`src/shared/pmubl_pkg.sv`:
```
// Purpose: constants and types shared by the busy/load/calibration control block
// Assumes: 100 MHz sys_clk, command frames delivered whole by the serial front end
// Notes:   times are kept in their own unit, cycle counts are derived from them

package pmubl_pkg;

    // command address field: {read select, channel_select_bits[3:0], register_group_bits[1:0]}
    localparam int unsigned ADDR_W          = 7;
    localparam int unsigned DATA_W          = 22;
    localparam int unsigned CHAN_N          = 4;
    localparam int unsigned DAC_W           = 16;
    localparam int unsigned ADDR_READ_BIT   = 6;
    localparam int unsigned ADDR_CHAN_LSB   = 2;
    localparam int unsigned ADDR_GROUP_LSB  = 0;

    // register_group_bits
    localparam logic [1:0] GROUP_CTRL   = 2'h0;
    localparam logic [1:0] GROUP_GAIN   = 2'h1;
    localparam logic [1:0] GROUP_OFFSET = 2'h2;
    localparam logic [1:0] GROUP_INPUT  = 2'h3;

    // channel control word fields
    localparam int unsigned CHANNEL_ON_BIT        = 21;
    localparam int unsigned DRIVE_FUNC_LSB        = 19;
    localparam int unsigned CURRENT_RANGE_LSB     = 15;
    localparam int unsigned CURRENT_RANGE_W       = 3;
    localparam int unsigned COMPARE_QTY_BIT       = 7;

    // drive_function_field encodings
    localparam logic [1:0] FUNC_VOLTAGE_FORCING = 2'h0;
    localparam logic [1:0] FUNC_CURRENT_FORCING = 2'h1;
    localparam logic [1:0] FUNC_HIZ_VOLTAGE     = 2'h2;
    localparam logic [1:0] FUNC_HIZ_CURRENT     = 2'h3;

    // data word of the no_effect_command
    localparam logic [DATA_W-1:0] NOP_DATA = 22'h3f_ffff;

    // power-on defaults
    localparam logic [DATA_W-1:0] CTRL_RESET   = 22'h00_0000;
    localparam logic [DATA_W-1:0] SYS_RESET    = 22'h00_0000;
    localparam logic [DAC_W-1:0]  GAIN_RESET   = 16'hffff;
    localparam logic [DAC_W-1:0]  OFFSET_RESET = 16'h8000;
    localparam logic [DAC_W-1:0]  INPUT_RESET  = 16'h0000;
    localparam logic [DAC_W-1:0]  CACHE_RESET  = 16'h0000;
    localparam logic [DAC_W-1:0]  CAL_MIDSCALE = 16'h8000;

    // timing
    localparam int unsigned CLK_PERIOD_NS = 10;
    localparam int unsigned STAGE1_NS     = 650;
    localparam int unsigned STAGE2_NS     = 650;
    localparam int unsigned STAGE3_NS     = 350;
    localparam int unsigned SHORT_MAX_NS  = 270;
    localparam int unsigned RESET_US      = 600;

    localparam int unsigned STAGE1_CYC = (STAGE1_NS + CLK_PERIOD_NS - 1) / CLK_PERIOD_NS;
    localparam int unsigned TAIL_CYC   = (STAGE2_NS + STAGE3_NS + CLK_PERIOD_NS - 1)
                                         / CLK_PERIOD_NS;
    localparam int unsigned SHORT_CYC  = SHORT_MAX_NS / CLK_PERIOD_NS;
    localparam int unsigned RESET_CYC  = (RESET_US * 1000) / CLK_PERIOD_NS;

    localparam int unsigned TIMER_W     = 8;
    localparam int unsigned RESET_CNT_W = 20;

    localparam logic [TIMER_W-1:0] STAGE1_LAST = TIMER_W'(STAGE1_CYC - 1);
    localparam logic [TIMER_W-1:0] TAIL_LAST   = TIMER_W'(TAIL_CYC - 1);
    // two cycles of flop latency on the pin are part of the short pulse
    localparam logic [TIMER_W-1:0] SHORT_LAST  = TIMER_W'(SHORT_CYC - 3);

    typedef enum logic [2:0] {
        ST_IDLE   = 3'h0,
        ST_SHORT  = 3'h1,
        ST_STAGE1 = 3'h2,
        ST_TAIL   = 3'h3,
        ST_RESET  = 3'h4
    } pmubl_state_type;

endpackage : pmubl_pkg

```
`src/verilog/pmubl_top.sv`:
```
// Purpose: command decode, shared calibration engine, wired busy and load control
// Assumes: command frames arrive as one-cycle strobes on sys_clk; pins are asynchronous
// Notes:   busy is open drain: busy_oe high pulls the shared line low

`timescale 1ns/100ps

module pmubl_top
    import pmubl_pkg::*;
#(
    parameter int unsigned RESET_CYCLES = RESET_CYC
) (
    input  wire logic                      sys_clk,
    input  wire logic                      srst,
    input  wire logic [ADDR_W-1:0]         cmd_addr,
    input  wire logic [DATA_W-1:0]         cmd_wdata,
    input  wire logic                      cmd_wr,
    input  wire logic                      cmd_rd,
    output logic      [DATA_W-1:0]         serial_readback_out,
    output logic                           serial_readback_oe,
    input  wire logic                      load_n,
    input  wire logic                      reset_pin_n,
    input  wire logic                      busy_in,
    output logic                           busy_out,
    output logic                           busy_oe,
    output logic      [CHAN_N*DAC_W-1:0]   dac_level,
    output logic      [CHAN_N*DATA_W-1:0]  chan_mode,
    output logic      [DATA_W-1:0]         sys_ctrl
);

    localparam logic [RESET_CNT_W-1:0] RST_LAST = RESET_CNT_W'(RESET_CYCLES - 1);

    pmubl_state_type           state_q;
    logic [TIMER_W-1:0]        timer_q;
    logic [RESET_CNT_W-1:0]    rst_cnt_q;
    logic [CHAN_N-1:0]         cal_mask_q;
    logic [1:0]                chan_idx_q;

    logic                      load_s1_q;
    logic                      load_s2_q;
    logic                      rst_s1_q;
    logic                      rst_s2_q;
    logic                      rst_prev_q;
    logic                      busy_s1_q;
    logic                      busy_s2_q;

    logic [DAC_W-1:0]          dac_input_reg_q [CHAN_N];
    logic [DAC_W-1:0]          gain_q [CHAN_N];
    logic [DAC_W-1:0]          offset_q [CHAN_N];
    logic [DAC_W-1:0]          cached_corrected_value_q [CHAN_N];
    logic [DATA_W-1:0]         ctrl_q [CHAN_N];
    logic [CHAN_N-1:0]         apply_pend_q;
    logic                      load_req_q;

    logic [DATA_W-1:0]         sys_ctrl_q;
    logic [CHAN_N*DAC_W-1:0]   dac_level_q;
    logic [CHAN_N*DATA_W-1:0]  chan_mode_q;
    logic [DATA_W-1:0]         rdata_q;
    logic                      rd_oe_q;
    logic                      busy_oe_q;
    logic                      busy_out_q;

    logic                      wipe;
    logic                      frame;
    logic                      is_read;
    logic                      wr;
    logic [CHAN_N-1:0]         channel_select_bits;
    logic [1:0]                register_group_bits;
    logic                      zero_mask;
    logic                      no_effect_command;
    logic                      reserved_cmd;
    logic                      wr_ctrl;
    logic                      wr_gain;
    logic                      wr_offset;
    logic                      wr_input;
    logic                      wr_sys;
    logic                      short_trig;
    logic [CHAN_N-1:0]         cal_req;
    logic                      stage_done;
    logic [CHAN_N-1:0]         mask_after;
    logic                      rst_fall;
    logic                      apply_now;
    logic [DATA_W-1:0]         read_mux;
    logic [1:0]                read_idx;

    function automatic logic [1:0] lowest(input logic [CHAN_N-1:0] m);
        logic [1:0] r;
        r = 2'h0;
        if (m[0]) begin
            r = 2'h0;
        end else if (m[1]) begin
            r = 2'h1;
        end else if (m[2]) begin
            r = 2'h2;
        end else if (m[3]) begin
            r = 2'h3;
        end
        return r;
    endfunction : lowest

    // gain and offset correction of one input code
    function automatic logic [DAC_W-1:0] calc(input logic [DAC_W-1:0] x,
                                              input logic [DAC_W-1:0] m,
                                              input logic [DAC_W-1:0] c);
        logic [32:0]      prod;
        logic [DAC_W-1:0] scaled;
        prod   = 33'(x) * 33'({1'b0, m} + 17'h0_0001);
        scaled = prod[31:16];
        return DAC_W'(scaled + c - CAL_MIDSCALE);
    endfunction : calc

    function automatic logic needs_cal(input logic [DATA_W-1:0] old_w,
                                       input logic [DATA_W-1:0] new_w);
        logic [1:0] fo;
        logic [1:0] fn;
        logic       quick;
        fo    = old_w[DRIVE_FUNC_LSB +: 2];
        fn    = new_w[DRIVE_FUNC_LSB +: 2];
        quick = (fo == fn)
              | ({fo, fn} == {FUNC_HIZ_CURRENT, FUNC_CURRENT_FORCING})
              | ({fo, fn} == {FUNC_CURRENT_FORCING, FUNC_HIZ_CURRENT})
              | ({fo, fn} == {FUNC_HIZ_VOLTAGE, FUNC_VOLTAGE_FORCING})
              | ({fo, fn} == {FUNC_VOLTAGE_FORCING, FUNC_HIZ_VOLTAGE});
        return ~quick
             | (old_w[CURRENT_RANGE_LSB +: CURRENT_RANGE_W]
                != new_w[CURRENT_RANGE_LSB +: CURRENT_RANGE_W])
             | (old_w[COMPARE_QTY_BIT] != new_w[COMPARE_QTY_BIT]);
    endfunction : needs_cal

    // pin synchronisers
    always_ff @(posedge sys_clk) begin
        if (srst) begin
            load_s1_q  <= 1'b1;
            load_s2_q  <= 1'b1;
            rst_s1_q   <= 1'b1;
            rst_s2_q   <= 1'b1;
            rst_prev_q <= 1'b1;
            busy_s1_q  <= 1'b1;
            busy_s2_q  <= 1'b1;
        end else begin
            load_s1_q  <= load_n;
            load_s2_q  <= load_s1_q;
            rst_s1_q   <= reset_pin_n;
            rst_s2_q   <= rst_s1_q;
            rst_prev_q <= rst_s2_q;
            busy_s1_q  <= busy_in;
            busy_s2_q  <= busy_s1_q;
        end
    end

    // command decode
    always_comb begin
        wipe                = srst | (state_q == ST_RESET);
        frame               = (cmd_wr | cmd_rd) & ~wipe;
        is_read             = cmd_rd | cmd_addr[ADDR_READ_BIT];
        wr                  = frame & ~is_read;
        channel_select_bits = cmd_addr[ADDR_CHAN_LSB +: CHAN_N];
        register_group_bits = cmd_addr[ADDR_GROUP_LSB +: 2];
        zero_mask           = (channel_select_bits == 4'h0);
        no_effect_command   = zero_mask & (register_group_bits == GROUP_INPUT)
                            & (cmd_wdata == NOP_DATA);
        reserved_cmd        = wr & zero_mask & (register_group_bits != GROUP_CTRL)
                            & ~no_effect_command;
        wr_sys              = wr & zero_mask & (register_group_bits == GROUP_CTRL);
        wr_ctrl             = wr & ~zero_mask & (register_group_bits == GROUP_CTRL);
        wr_gain             = wr & ~zero_mask & (register_group_bits == GROUP_GAIN);
        wr_offset           = wr & ~zero_mask & (register_group_bits == GROUP_OFFSET);
        wr_input            = wr & ~zero_mask & (register_group_bits == GROUP_INPUT);
        short_trig          = frame & ~reserved_cmd;
        rst_fall            = rst_prev_q & ~rst_s2_q;
        stage_done          = (state_q == ST_STAGE1) && (timer_q == STAGE1_LAST);
        apply_now           = load_req_q & ~busy_oe_q & busy_s2_q
                            & (state_q == ST_IDLE);
        for (int i = 0; i < CHAN_N; i++) begin
            cal_req[i] = channel_select_bits[i]
                       & (wr_input | (wr_ctrl & needs_cal(ctrl_q[i], cmd_wdata)));
        end
        mask_after = cal_mask_q | cal_req;
        if (stage_done) begin
            mask_after = (cal_mask_q & ~(4'h1 << chan_idx_q)) | cal_req;
        end
    end

    // engine sequencing and reset sequence
    always_ff @(posedge sys_clk) begin
        if (srst) begin
            state_q    <= ST_RESET;
            timer_q    <= '0;
            rst_cnt_q  <= '0;
            cal_mask_q <= '0;
            chan_idx_q <= 2'h0;
        end else if (rst_fall && state_q != ST_RESET) begin
            state_q    <= ST_RESET;
            timer_q    <= '0;
            rst_cnt_q  <= '0;
            cal_mask_q <= '0;
        end else begin
            unique case (state_q)
                ST_RESET: begin
                    cal_mask_q <= '0;
                    if (rst_cnt_q != RST_LAST) begin
                        rst_cnt_q <= rst_cnt_q + 1'b1;
                    end else if (rst_s2_q) begin
                        state_q <= ST_IDLE;
                    end
                end
                ST_IDLE, ST_SHORT: begin
                    cal_mask_q <= mask_after;
                    if (|mask_after) begin
                        state_q    <= ST_STAGE1;
                        timer_q    <= '0;
                        chan_idx_q <= lowest(mask_after);
                    end else if (short_trig) begin
                        state_q <= ST_SHORT;
                        timer_q <= '0;
                    end else if (state_q == ST_SHORT) begin
                        if (timer_q == SHORT_LAST) begin
                            state_q <= ST_IDLE;
                        end else begin
                            timer_q <= timer_q + 1'b1;
                        end
                    end
                end
                ST_STAGE1: begin
                    cal_mask_q <= mask_after;
                    if (stage_done) begin
                        timer_q <= '0;
                        if (|mask_after) begin
                            chan_idx_q <= lowest(mask_after);
                        end else begin
                            state_q <= ST_TAIL;
                        end
                    end else begin
                        timer_q <= timer_q + 1'b1;
                    end
                end
                ST_TAIL: begin
                    cal_mask_q <= mask_after;
                    if (timer_q == TAIL_LAST) begin
                        timer_q <= '0;
                        if (|mask_after) begin
                            state_q    <= ST_STAGE1;
                            chan_idx_q <= lowest(mask_after);
                        end else begin
                            state_q <= ST_IDLE;
                        end
                    end else begin
                        timer_q <= timer_q + 1'b1;
                    end
                end
                default: begin
                    state_q <= ST_IDLE;
                    timer_q <= '0;
                end
            endcase
        end
    end

    // open-drain busy drive
    always_ff @(posedge sys_clk) begin
        if (srst) begin
            busy_oe_q  <= 1'b1;
            busy_out_q <= 1'b0;
        end else begin
            busy_oe_q  <= (state_q != ST_IDLE);
            busy_out_q <= 1'b0;
        end
    end

    // channel registers
    always_ff @(posedge sys_clk) begin
        if (wipe) begin
            for (int i = 0; i < CHAN_N; i++) begin
                ctrl_q[i]          <= CTRL_RESET;
                gain_q[i]          <= GAIN_RESET;
                offset_q[i]        <= OFFSET_RESET;
                dac_input_reg_q[i] <= INPUT_RESET;
            end
        end else begin
            for (int i = 0; i < CHAN_N; i++) begin
                if (channel_select_bits[i]) begin
                    if (wr_ctrl) begin
                        ctrl_q[i] <= cmd_wdata;
                    end
                    if (wr_gain) begin
                        gain_q[i] <= cmd_wdata[DAC_W-1:0];
                    end
                    if (wr_offset) begin
                        offset_q[i] <= cmd_wdata[DAC_W-1:0];
                    end
                    if (wr_input) begin
                        dac_input_reg_q[i] <= cmd_wdata[DAC_W-1:0];
                    end
                end
            end
        end
    end

    always_ff @(posedge sys_clk) begin
        if (wipe) begin
            sys_ctrl_q <= SYS_RESET;
        end else if (wr_sys) begin
            sys_ctrl_q <= cmd_wdata;
        end
    end

    // cached value written at the end of each channel's first stage
    always_ff @(posedge sys_clk) begin
        if (wipe) begin
            for (int i = 0; i < CHAN_N; i++) begin
                cached_corrected_value_q[i] <= CACHE_RESET;
            end
        end else if (stage_done) begin
            cached_corrected_value_q[chan_idx_q] <= calc(dac_input_reg_q[chan_idx_q],
                                                         gain_q[chan_idx_q],
                                                         offset_q[chan_idx_q]);
        end
    end

    // pending updates and latched load request
    always_ff @(posedge sys_clk) begin
        if (wipe) begin
            apply_pend_q <= '0;
            load_req_q   <= 1'b0;
        end else begin
            apply_pend_q <= (apply_now ? 4'h0 : apply_pend_q)
                          | (wr_ctrl ? channel_select_bits : 4'h0);
            load_req_q   <= (load_req_q & ~apply_now) | ~load_s2_q;
        end
    end

    // dac_level and chan_mode change only on a load, and clear on a wipe
    always_ff @(posedge sys_clk) begin
        if (wipe) begin
            dac_level_q <= '0;
            chan_mode_q <= '0;
        end else if (apply_now) begin
            for (int i = 0; i < CHAN_N; i++) begin
                if (apply_pend_q[i]) begin
                    dac_level_q[i*DAC_W +: DAC_W]   <= cached_corrected_value_q[i];
                    chan_mode_q[i*DATA_W +: DATA_W] <= ctrl_q[i];
                end
            end
        end
    end

    // readback
    always_comb begin
        read_idx = lowest(channel_select_bits);
        read_mux = '0;
        if (zero_mask) begin
            if (register_group_bits == GROUP_CTRL) begin
                read_mux = sys_ctrl_q;
            end
        end else begin
            unique case (register_group_bits)
                GROUP_CTRL:   read_mux = ctrl_q[read_idx];
                GROUP_GAIN:   read_mux = {6'h00, gain_q[read_idx]};
                GROUP_OFFSET: read_mux = {6'h00, offset_q[read_idx]};
                GROUP_INPUT:  read_mux = {6'h00, dac_input_reg_q[read_idx]};
            endcase
        end
    end

    always_ff @(posedge sys_clk) begin
        if (wipe) begin
            rdata_q <= '0;
            rd_oe_q <= 1'b0;
        end else begin
            rd_oe_q <= frame & is_read;
            rdata_q <= (frame & is_read) ? read_mux : '0;
        end
    end

    assign serial_readback_out = rdata_q;
    assign serial_readback_oe  = rd_oe_q;
    assign busy_out            = busy_out_q;
    assign busy_oe             = busy_oe_q;
    assign dac_level           = dac_level_q;
    assign chan_mode           = chan_mode_q;
    assign sys_ctrl            = sys_ctrl_q;

endmodule : pmubl_top

```
`config.mk`:
```
export PLATFORM = sky130hd
export DESIGN_NAME = pmubl_top
export DESIGN_NICKNAME = d
export VERILOG_FILES = /design/src/shared/pmubl_pkg.sv /design/src/verilog/pmubl_top.sv
export SDC_FILE = /design/constraint.sdc
export NUM_CORES = 2
export LEC_CHECK = 0
export ABC_AREA = 1
export BUFFER_PORTS_ARGS = -buffer_cell sky130_fd_sc_hd__buf_2
export CAP_MARGIN = 25
export CORE_MARGIN = 2
export CORE_UTILIZATION = 62
export CTS_CLUSTER_SIZE = 40
export DETAILED_ROUTE_END_ITERATION = 8
export HOLD_SLACK_MARGIN = 0.02
export PLACE_DENSITY = 0.84
export SYNTH_ARGS = -nofsm -noshare
export SYNTH_HDL_FRONTEND = slang
export SYNTH_SLANG_ARGS = --single-unit
```
`constraint.sdc`:
```
create_clock -name sys_clk -period 12.6 [get_ports sys_clk]
set_input_delay 1.26 -clock sys_clk [delete_from_list [all_inputs] [get_ports sys_clk]]
set_output_delay 1.26 -clock sys_clk [all_outputs]
set_load 0.05 [all_outputs]
```
# Word-level counts from Yosys, hierarchy flattened
# Memories as Yosys holds them, arrays and structs flattened. A register that Yosys moved wholly into a read port is not among the register bits.
# Index checks and enable logic that the tools add are counted.
[totals]
register_bits = 183
ramBits = 344
in_bits = 36
output_inout_bits = 199
wordCells = 322
mem_count = 5
[memory_table]
columns = ["name", "depth", "word_bits", "read_ports", "rd_clocked_by_memory_dff", "wr", "line", "source"]
rows = [
  ["ctrl_q", 4, 22, 5, 0, 4, "pmubl_top.sv:50", "logic [DATA_W-1:0] ctrl_q [CHAN_N];"],
  ["cached_corrected_value_q", 4, 16, 4, 4, 4, "pmubl_top.sv:49", "logic [DAC_W-1:0] cached_corrected_value_q [CHAN_N];"],
  ["dac_input_reg_q", 4, 16, 2, 1, 4, "pmubl_top.sv:46", "logic [DAC_W-1:0] dac_input_reg_q [CHAN_N];"],
  ["gain_q", 4, 16, 2, 1, 4, "pmubl_top.sv:47", "logic [DAC_W-1:0] gain_q [CHAN_N];"],
  ["offset_q", 4, 16, 2, 1, 4, "pmubl_top.sv:48", "logic [DAC_W-1:0] offset_q [CHAN_N];"],
]
[op_classes]
add_sub_neg = 5
multipliers = 1
n_eq_ne = 49
n_shift = 1
n_mux = 119
bitwise = 97
reduce_logical = 23
[op_table]
columns = ["cell", "n"]
rows = [
  ["two-way mux 16 bit", 13],
  ["two-way mux 22 bit", 6],
  ["case mux 22 bit (4 select lines)", 1],
  ["two-way mux 1 bit", 58],
  ["two-way mux 8 bit", 6],
  ["OR 1 bit", 48],
  ["two-way mux 2 bit", 19],
  ["equality test 4 bit (second input constant)", 8],
  ["multiplier 16 x 17 -> 32 bit", 1],
  ["case mux 8 bit (4 select lines)", 1],
  ["bitwise AND 1 bit", 28],
  ["two-way mux 3 bit", 9],
  ["equality test 22 bit (second input constant)", 1],
  ["adder 20 x 1 -> 20 bit (second input constant)", 1],
  ["inequality test 20 x 16 -> 1 bit (second input constant)", 1],
  ["adder 16 x 1 -> 17 bit (second input constant)", 1],
  ["adder 16 bit", 1],
  ["equality test 4 x 2 -> 1 bit (second input constant)", 4],
  ["equality test 4 x 3 -> 1 bit (second input constant)", 4],
  ["equality test 8 x 7 -> 1 bit (second input constant)", 2],
  ["NOT 1 bit", 16],
  ["OR reduction 16 bit", 1],
  ["subtractor 16 bit (second input constant)", 1],
  ["two-way mux 4 bit", 3],
  ["32 further kinds", 61],
]

# Logic depth before layout (Yosys ltp)
# An unclocked memory read counts as a cell.
[depth]
depth_word = 23
depth_mapped = 55
mapped_depth_nobuf = 53

# Worst setup path after synthesis
# OpenSTA, ideal clock, no wires.
[synth_path]
path_kind = "flip-flop to flip-flop"
startpoint = "register (tool-made name)"
endpoint = "memory cached_corrected_value_q[0][15] (data pin)"
setup_time_ps = 256
arrival_time_ps = 9006
required_time_ps = 12344
path_slack_ps = 3338
path_stages_with_launch = 51
path_buffers = 4
period_less_slack_ps = 9262
path_cell_list = "dfxtp_1 > inv_2 > buf_6 > buf_6 > nand2_1 > o211ai_1 > nand2_2 > clkbuf_1 > ha_1 > inv_1 > nor2_1 > nand2_2 > nor2_4 > nand3_2 > or3_1 > nor3_2 > nand2_1 > nand2_1 > [... 15 more ...] > a31oi_1 > nand2_1 > xor2_1 > ha_1 > ha_1 > fa_1 > nand3_1 > nand2_1 > inv_1 > nor2_1 > o21ai_0 > nand2_1 > a21boi_0 > inv_1 > nand3_1 > nand3_1 > nand3_1 > nor2_1"
[synth_lines]
columns = ["element", "line"]
rows = [
  ["end: declaration", "pmubl_top.sv:49"],
]

==> run summary <==
The flow ran to the end, and the final reports show no timing, DRC or antenna violations. Transition time of the tightest slew-check pin: 1.08 ns. The number of buffers inserted to repair setup after CTS came out at 0.

Most common cell type on the critical path: sky130_fd_sc_hd__nand2_1. The share of the Yosys chip area taken by registers is 43.1%. For the synthesized instance count, the log shows 4,242. The total CTS buffers is 57, and the net switching power figure is 2790 uW.

Average detailed-routed wire length per instance: 21.2 um. The proportion of layout cells with a drive suffix above 1 works out to 10.1%. The power per cell area works out to 181 nW/um^2.

The first TritonRoute pass finished after 7 iterations. The synthesized netlist net count is 4,616. The number of pins with negative max-slew slack in the final report was 0. The tools report the final routed DRC violation total as 0. The worst setup path is of the flop to flop kind. The clock drives 593 sinks.

The worst setup path is launched from a flop. Compared with the post-synthesis result, the final layout area differs by 10.2%. For the worst setup path, the data required time is 12.98 ns. Of the total power, the share spent switching nets is 39.5%. The tools report the destination of the worst hold path as load_req_q$_SDFF_PN0_. Setup violations remaining at the end of the flow were counted as 0. In this run, the number of DRC markers left after iteration 0 of detailed routing was 4,347. TritonCTS built the clock tree.

Of the total power, combinational logic draws 36.9%. Setup repair after global routing left no endpoint under its margin. The largest fanout of any net on the critical path is 43, and the clock-pin slew reported for the worst setup and hold paths after clock tree synthesis is 0.06 ns.

The floorplan step defined a die boundary enclosing 59,300 um^2. Leaving out fill and tap cells, the most frequent cell in the layout is sky130_fd_sc_hd__nor2_1. The number of nets in the layout is 4,741, and the vertical extent of the die is 243 um. No sink is reached through more buffers than the 3 on the longest clock path. The power share of the clock group came out at 25.0%. Derived from the worst setup path, the maximum achievable clock frequency is 91.0 MHz. For this run the aggregate overflow at the end of global routing stands at 0. The worst register-to-register path ends at cached_corrected_value_q[1][13]$_SDFFCE_PN0P_.

For the clock skew after layout, the log shows 0.0645 ns. Dividing the detail-routed via count by the number of cells gives 6.07. The first global-routing pass estimated 169,000 um of wire.

The routed design could run at a clock period as short as 10.99 ns. For the worst setup path, the data arrival time is 11.36 ns. The largest net degree at the start of global routing came out at 103. The logs give 0 for the total of warnings raised by yosys and 0 for the number of antenna violations at the first check in global routing. The proportion of power drawn by flip-flops and latches is 38.1%, and the final instance count without filler cells is 5,172. STA classifies the critical path endpoint as a flop. The hold violation count in the final report was 0. In this run the mean area of a mapped cell was 8.38 um^2. The floorplan step defined a core boundary enclosing 56,500 um^2. Clock latency on the worst-skew pair, taken at its later pin, is 0.65 ns. Synthesis inferred 593 register bits. The cell depth of the worst min-delay path was 1. The headroom to the max-slew limit was 27.6%; the final standard cell area without fillers was 39,200 um^2. The run gives 87 as the number of rows created at floorplan. The detailed router placed 31,400 vias in this run. Among all flip-flop cells after synthesis, the most frequent one is sky130_fd_sc_hd__edfxtp_1. The number of hold buffers added after CTS was 0.

Cell internal power was estimated by the tool at 4280 uW. During I/O placement, the number of pins put on the boundary was 235. The worst-case register-to-register setup slack is 1.61 ns.

For this run, asynchronously set or reset flops after synthesis account for 0%. The number of synthesized flops with an enable pin is 344. The critical path's slowest cell is sky130_fd_sc_hd__dfxtp_1.

The tools report the standard cell area after detailed placement as 37,200 um^2. The synthesized netlist occupies a cell area of 35,600 um^2. In this run, placement finished with an instance count of 5,059.

Cell at the root of the clock tree: sky130_fd_sc_hd__clkbuf_16. The number of port buffers is 233, and the setup TNS after final layout is 0 ns. The count of cell types in the netlist was 63. The run gives 2 as the maximum level of the CTS H-tree. In the layout the commonest cells are sky130_fd_sc_hd__nor2_1 (820), sky130_fd_sc_hd__nand2_1 (712), sky130_fd_sc_hd__inv_1 (470), sky130_fd_sc_hd__o21ai_0 (344), sky130_fd_sc_hd__edfxtp_1 (344).

The path class of the tightest hold or removal check is flop to flop. For the worst flop-to-flop path, the logic depth is 45. 0 antenna diodes ended up in the layout.

The maximum VDD drop is 127 uV, and the total wire length after detailed routing is 110,000 um. Across every metal layer, demand over resource in global routing totals 36.6%. The analysis attributes to cell leakage a power of 0.0179 uW.

The run gives 0 as the number of violations of the max-capacitance limit. The stage delay of the slowest cell on the critical path was 0.89 ns. For the remaining antenna violation count, the log shows 0.

Launch point of the worst hold path: load_s2_q$_SDFF_PP1_. Dividing the final minimum period by the clock period gives 87.2%. The logs give 30,500 for the number of global-route vias before repair and 0 for the post-cts repair resize count.

Measured along the x axis, the die boundary spans 243 um. Routability-driven placement finished with a final weighted congestion of 0.993. The HPWL reported at the end of detailed placement is 76,400 um, and the initial core utilization is 62.9%.
## worst max-delay path: cells and delay by family, from the launching register on
kind | cells | cell delay [ns]
compound gates | 5 | 0.99
xor+xnor | 2 | 0.50
fa+ha+maj | 9 | 4.02
buf+inv | 8 | 1.65
flops | 1 | 0.89
simple gates | 21 | 2.67
## per-stage QoR
step / total power (uW) / utilization (%) / worst slack [ns] / hold slack [ns]
CTS: 6980 / 69.2 / 1.86 / 0.413
detailed placement: 5220 / 65.8 / 1.94 / 0.401
global placement: 5150 / 65.7 / 2.21 / 0.392
global route: 7440 / 69.3 / 0.931 / 0.428
floorplan: 4410 / - / 3.34 / 0.389
finish: 7070 / 69.3 / 1.61 / 0.419
## sequential cells by signal, indices dropped and copies added (netlist names), 2 cells and up, named ones only
register                  flops
chan_mode                    88
ctrl_q                       88
cached_corrected_value_q     64
dac_input_reg_q              64
dac_level                    64
gain_q                       64
offset_q                     64
serial_readback_out          22
sys_ctrl                     22
rst_cnt_q                    20
timer_q                       8
apply_pend_q                  4
cal_mask_q                    4
state_q                       3
chan_idx_q                    2
## final cells by class
type / count / area [um^2]
clock buffer: 78 / 1560
clock inverter: 30 / 358
fill: 4291 / 17300
inverter: 511 / 1920
multi-input combinational: 2931 / 17500
sequential: 593 / 15300
tap: 756 / 946
timing repair buffer: 273 / 1550
## layer usage
layer | GRT usage (%) | vias to the layer above | routed length, um
met5 | 0 | - | 0
met2 | 58.1 | 2351 | 50000
met4 | 18.4 | 0 | 6330
met1 | 47.3 | 14600 | 39000
met3 | 8.54 | 420 | 14400
li1 | - | 14000 | -
## how the worst max path moves through the flow
stage | depth (start not counted) | slack [ns] | from | end
after floorplan | 50 | 3.34 | flop | cached_corrected_value_q[0][15]$_SDFFCE_PN0P_
after global placement | 43 | 2.21 | flop | cached_corrected_value_q[0][15]$_SDFFCE_PN0P_
after detailed placement | 45 | 1.94 | flop | cached_corrected_value_q[1][13]$_SDFFCE_PN0P_
after CTS | 43 | 1.86 | flop | cached_corrected_value_q[3][15]$_DFFE_PP_
after global routing | 45 | 0.93 | flop | cached_corrected_value_q[1][13]$_SDFFCE_PN0P_
final | 45 | 1.61 | flop | cached_corrected_value_q[1][13]$_SDFFCE_PN0P_
## synthesized netlist by cell type, types with 6 or more instances
cell,instances,area share [%]
sky130_fd_sc_hd__edfxtp_1,344,29
sky130_fd_sc_hd__a21oi_1,204,2.9
sky130_fd_sc_hd__buf_1,11,0.12
sky130_fd_sc_hd__clkbuf_1,178,1.9
sky130_fd_sc_hd__fa_1,207,12
sky130_fd_sc_hd__o21ai_0,348,4.9
sky130_fd_sc_hd__buf_2,9,0.13
sky130_fd_sc_hd__nand3_1,205,2.9
sky130_fd_sc_hd__o21ai_1,14,0.20
sky130_fd_sc_hd__nand2_2,11,0.19
sky130_fd_sc_hd__dfxtp_1,249,14
sky130_fd_sc_hd__nand2_1,713,7.5
sky130_fd_sc_hd__nor2_2,16,0.28
sky130_fd_sc_hd__a211oi_1,22,0.46
sky130_fd_sc_hd__o211ai_1,16,0.34
sky130_fd_sc_hd__a32oi_1,6,0.15
sky130_fd_sc_hd__ha_1,131,4.6
sky130_fd_sc_hd__nand4_1,26,0.46
sky130_fd_sc_hd__o31ai_1,9,0.19
sky130_fd_sc_hd__o22ai_1,33,0.58
sky130_fd_sc_hd__inv_2,13,0.14
sky130_fd_sc_hd__nor4_1,12,0.21
sky130_fd_sc_hd__or2_2,16,0.28
sky130_fd_sc_hd__inv_1,473,5.0
sky130_fd_sc_hd__xor2_1,21,0.52
sky130_fd_sc_hd__clkinv_1,24,0.25
sky130_fd_sc_hd__nor3_1,31,0.44
sky130_fd_sc_hd__nor2_1,824,8.7
## logic make-up (layout without fill, tap and decap cells)
| group | Yosys count | after routing | synth area share (%) |
|---|---|---|---|
| and+or+nand+nor | 1883 | 1883 | 21.9 |
| buffers and inverters | 718 | 892 | 7.77 |
| AOI/OAI and AO/OA | 683 | 683 | 10.4 |
| DFF | 593 | 593 | 43.1 |
| adders and majority gates | 338 | 338 | 16.3 |
| xor gates and xnor gates | 26 | 26 | 0.640 |
| other | 1 | 1 | 0.0105 |
## power by group through the flow
stage               clock network (uW)  registers [uW]  logic, uW
floorplan                            0            2690       1720
global placement                     0            2710       2430
detailed placement                   0            2730       2500
CTS                               1760            2690       2530
global route                      1830            2730       2880
finish                            1770            2700       2610
Power figures use the tool's default switching activity.
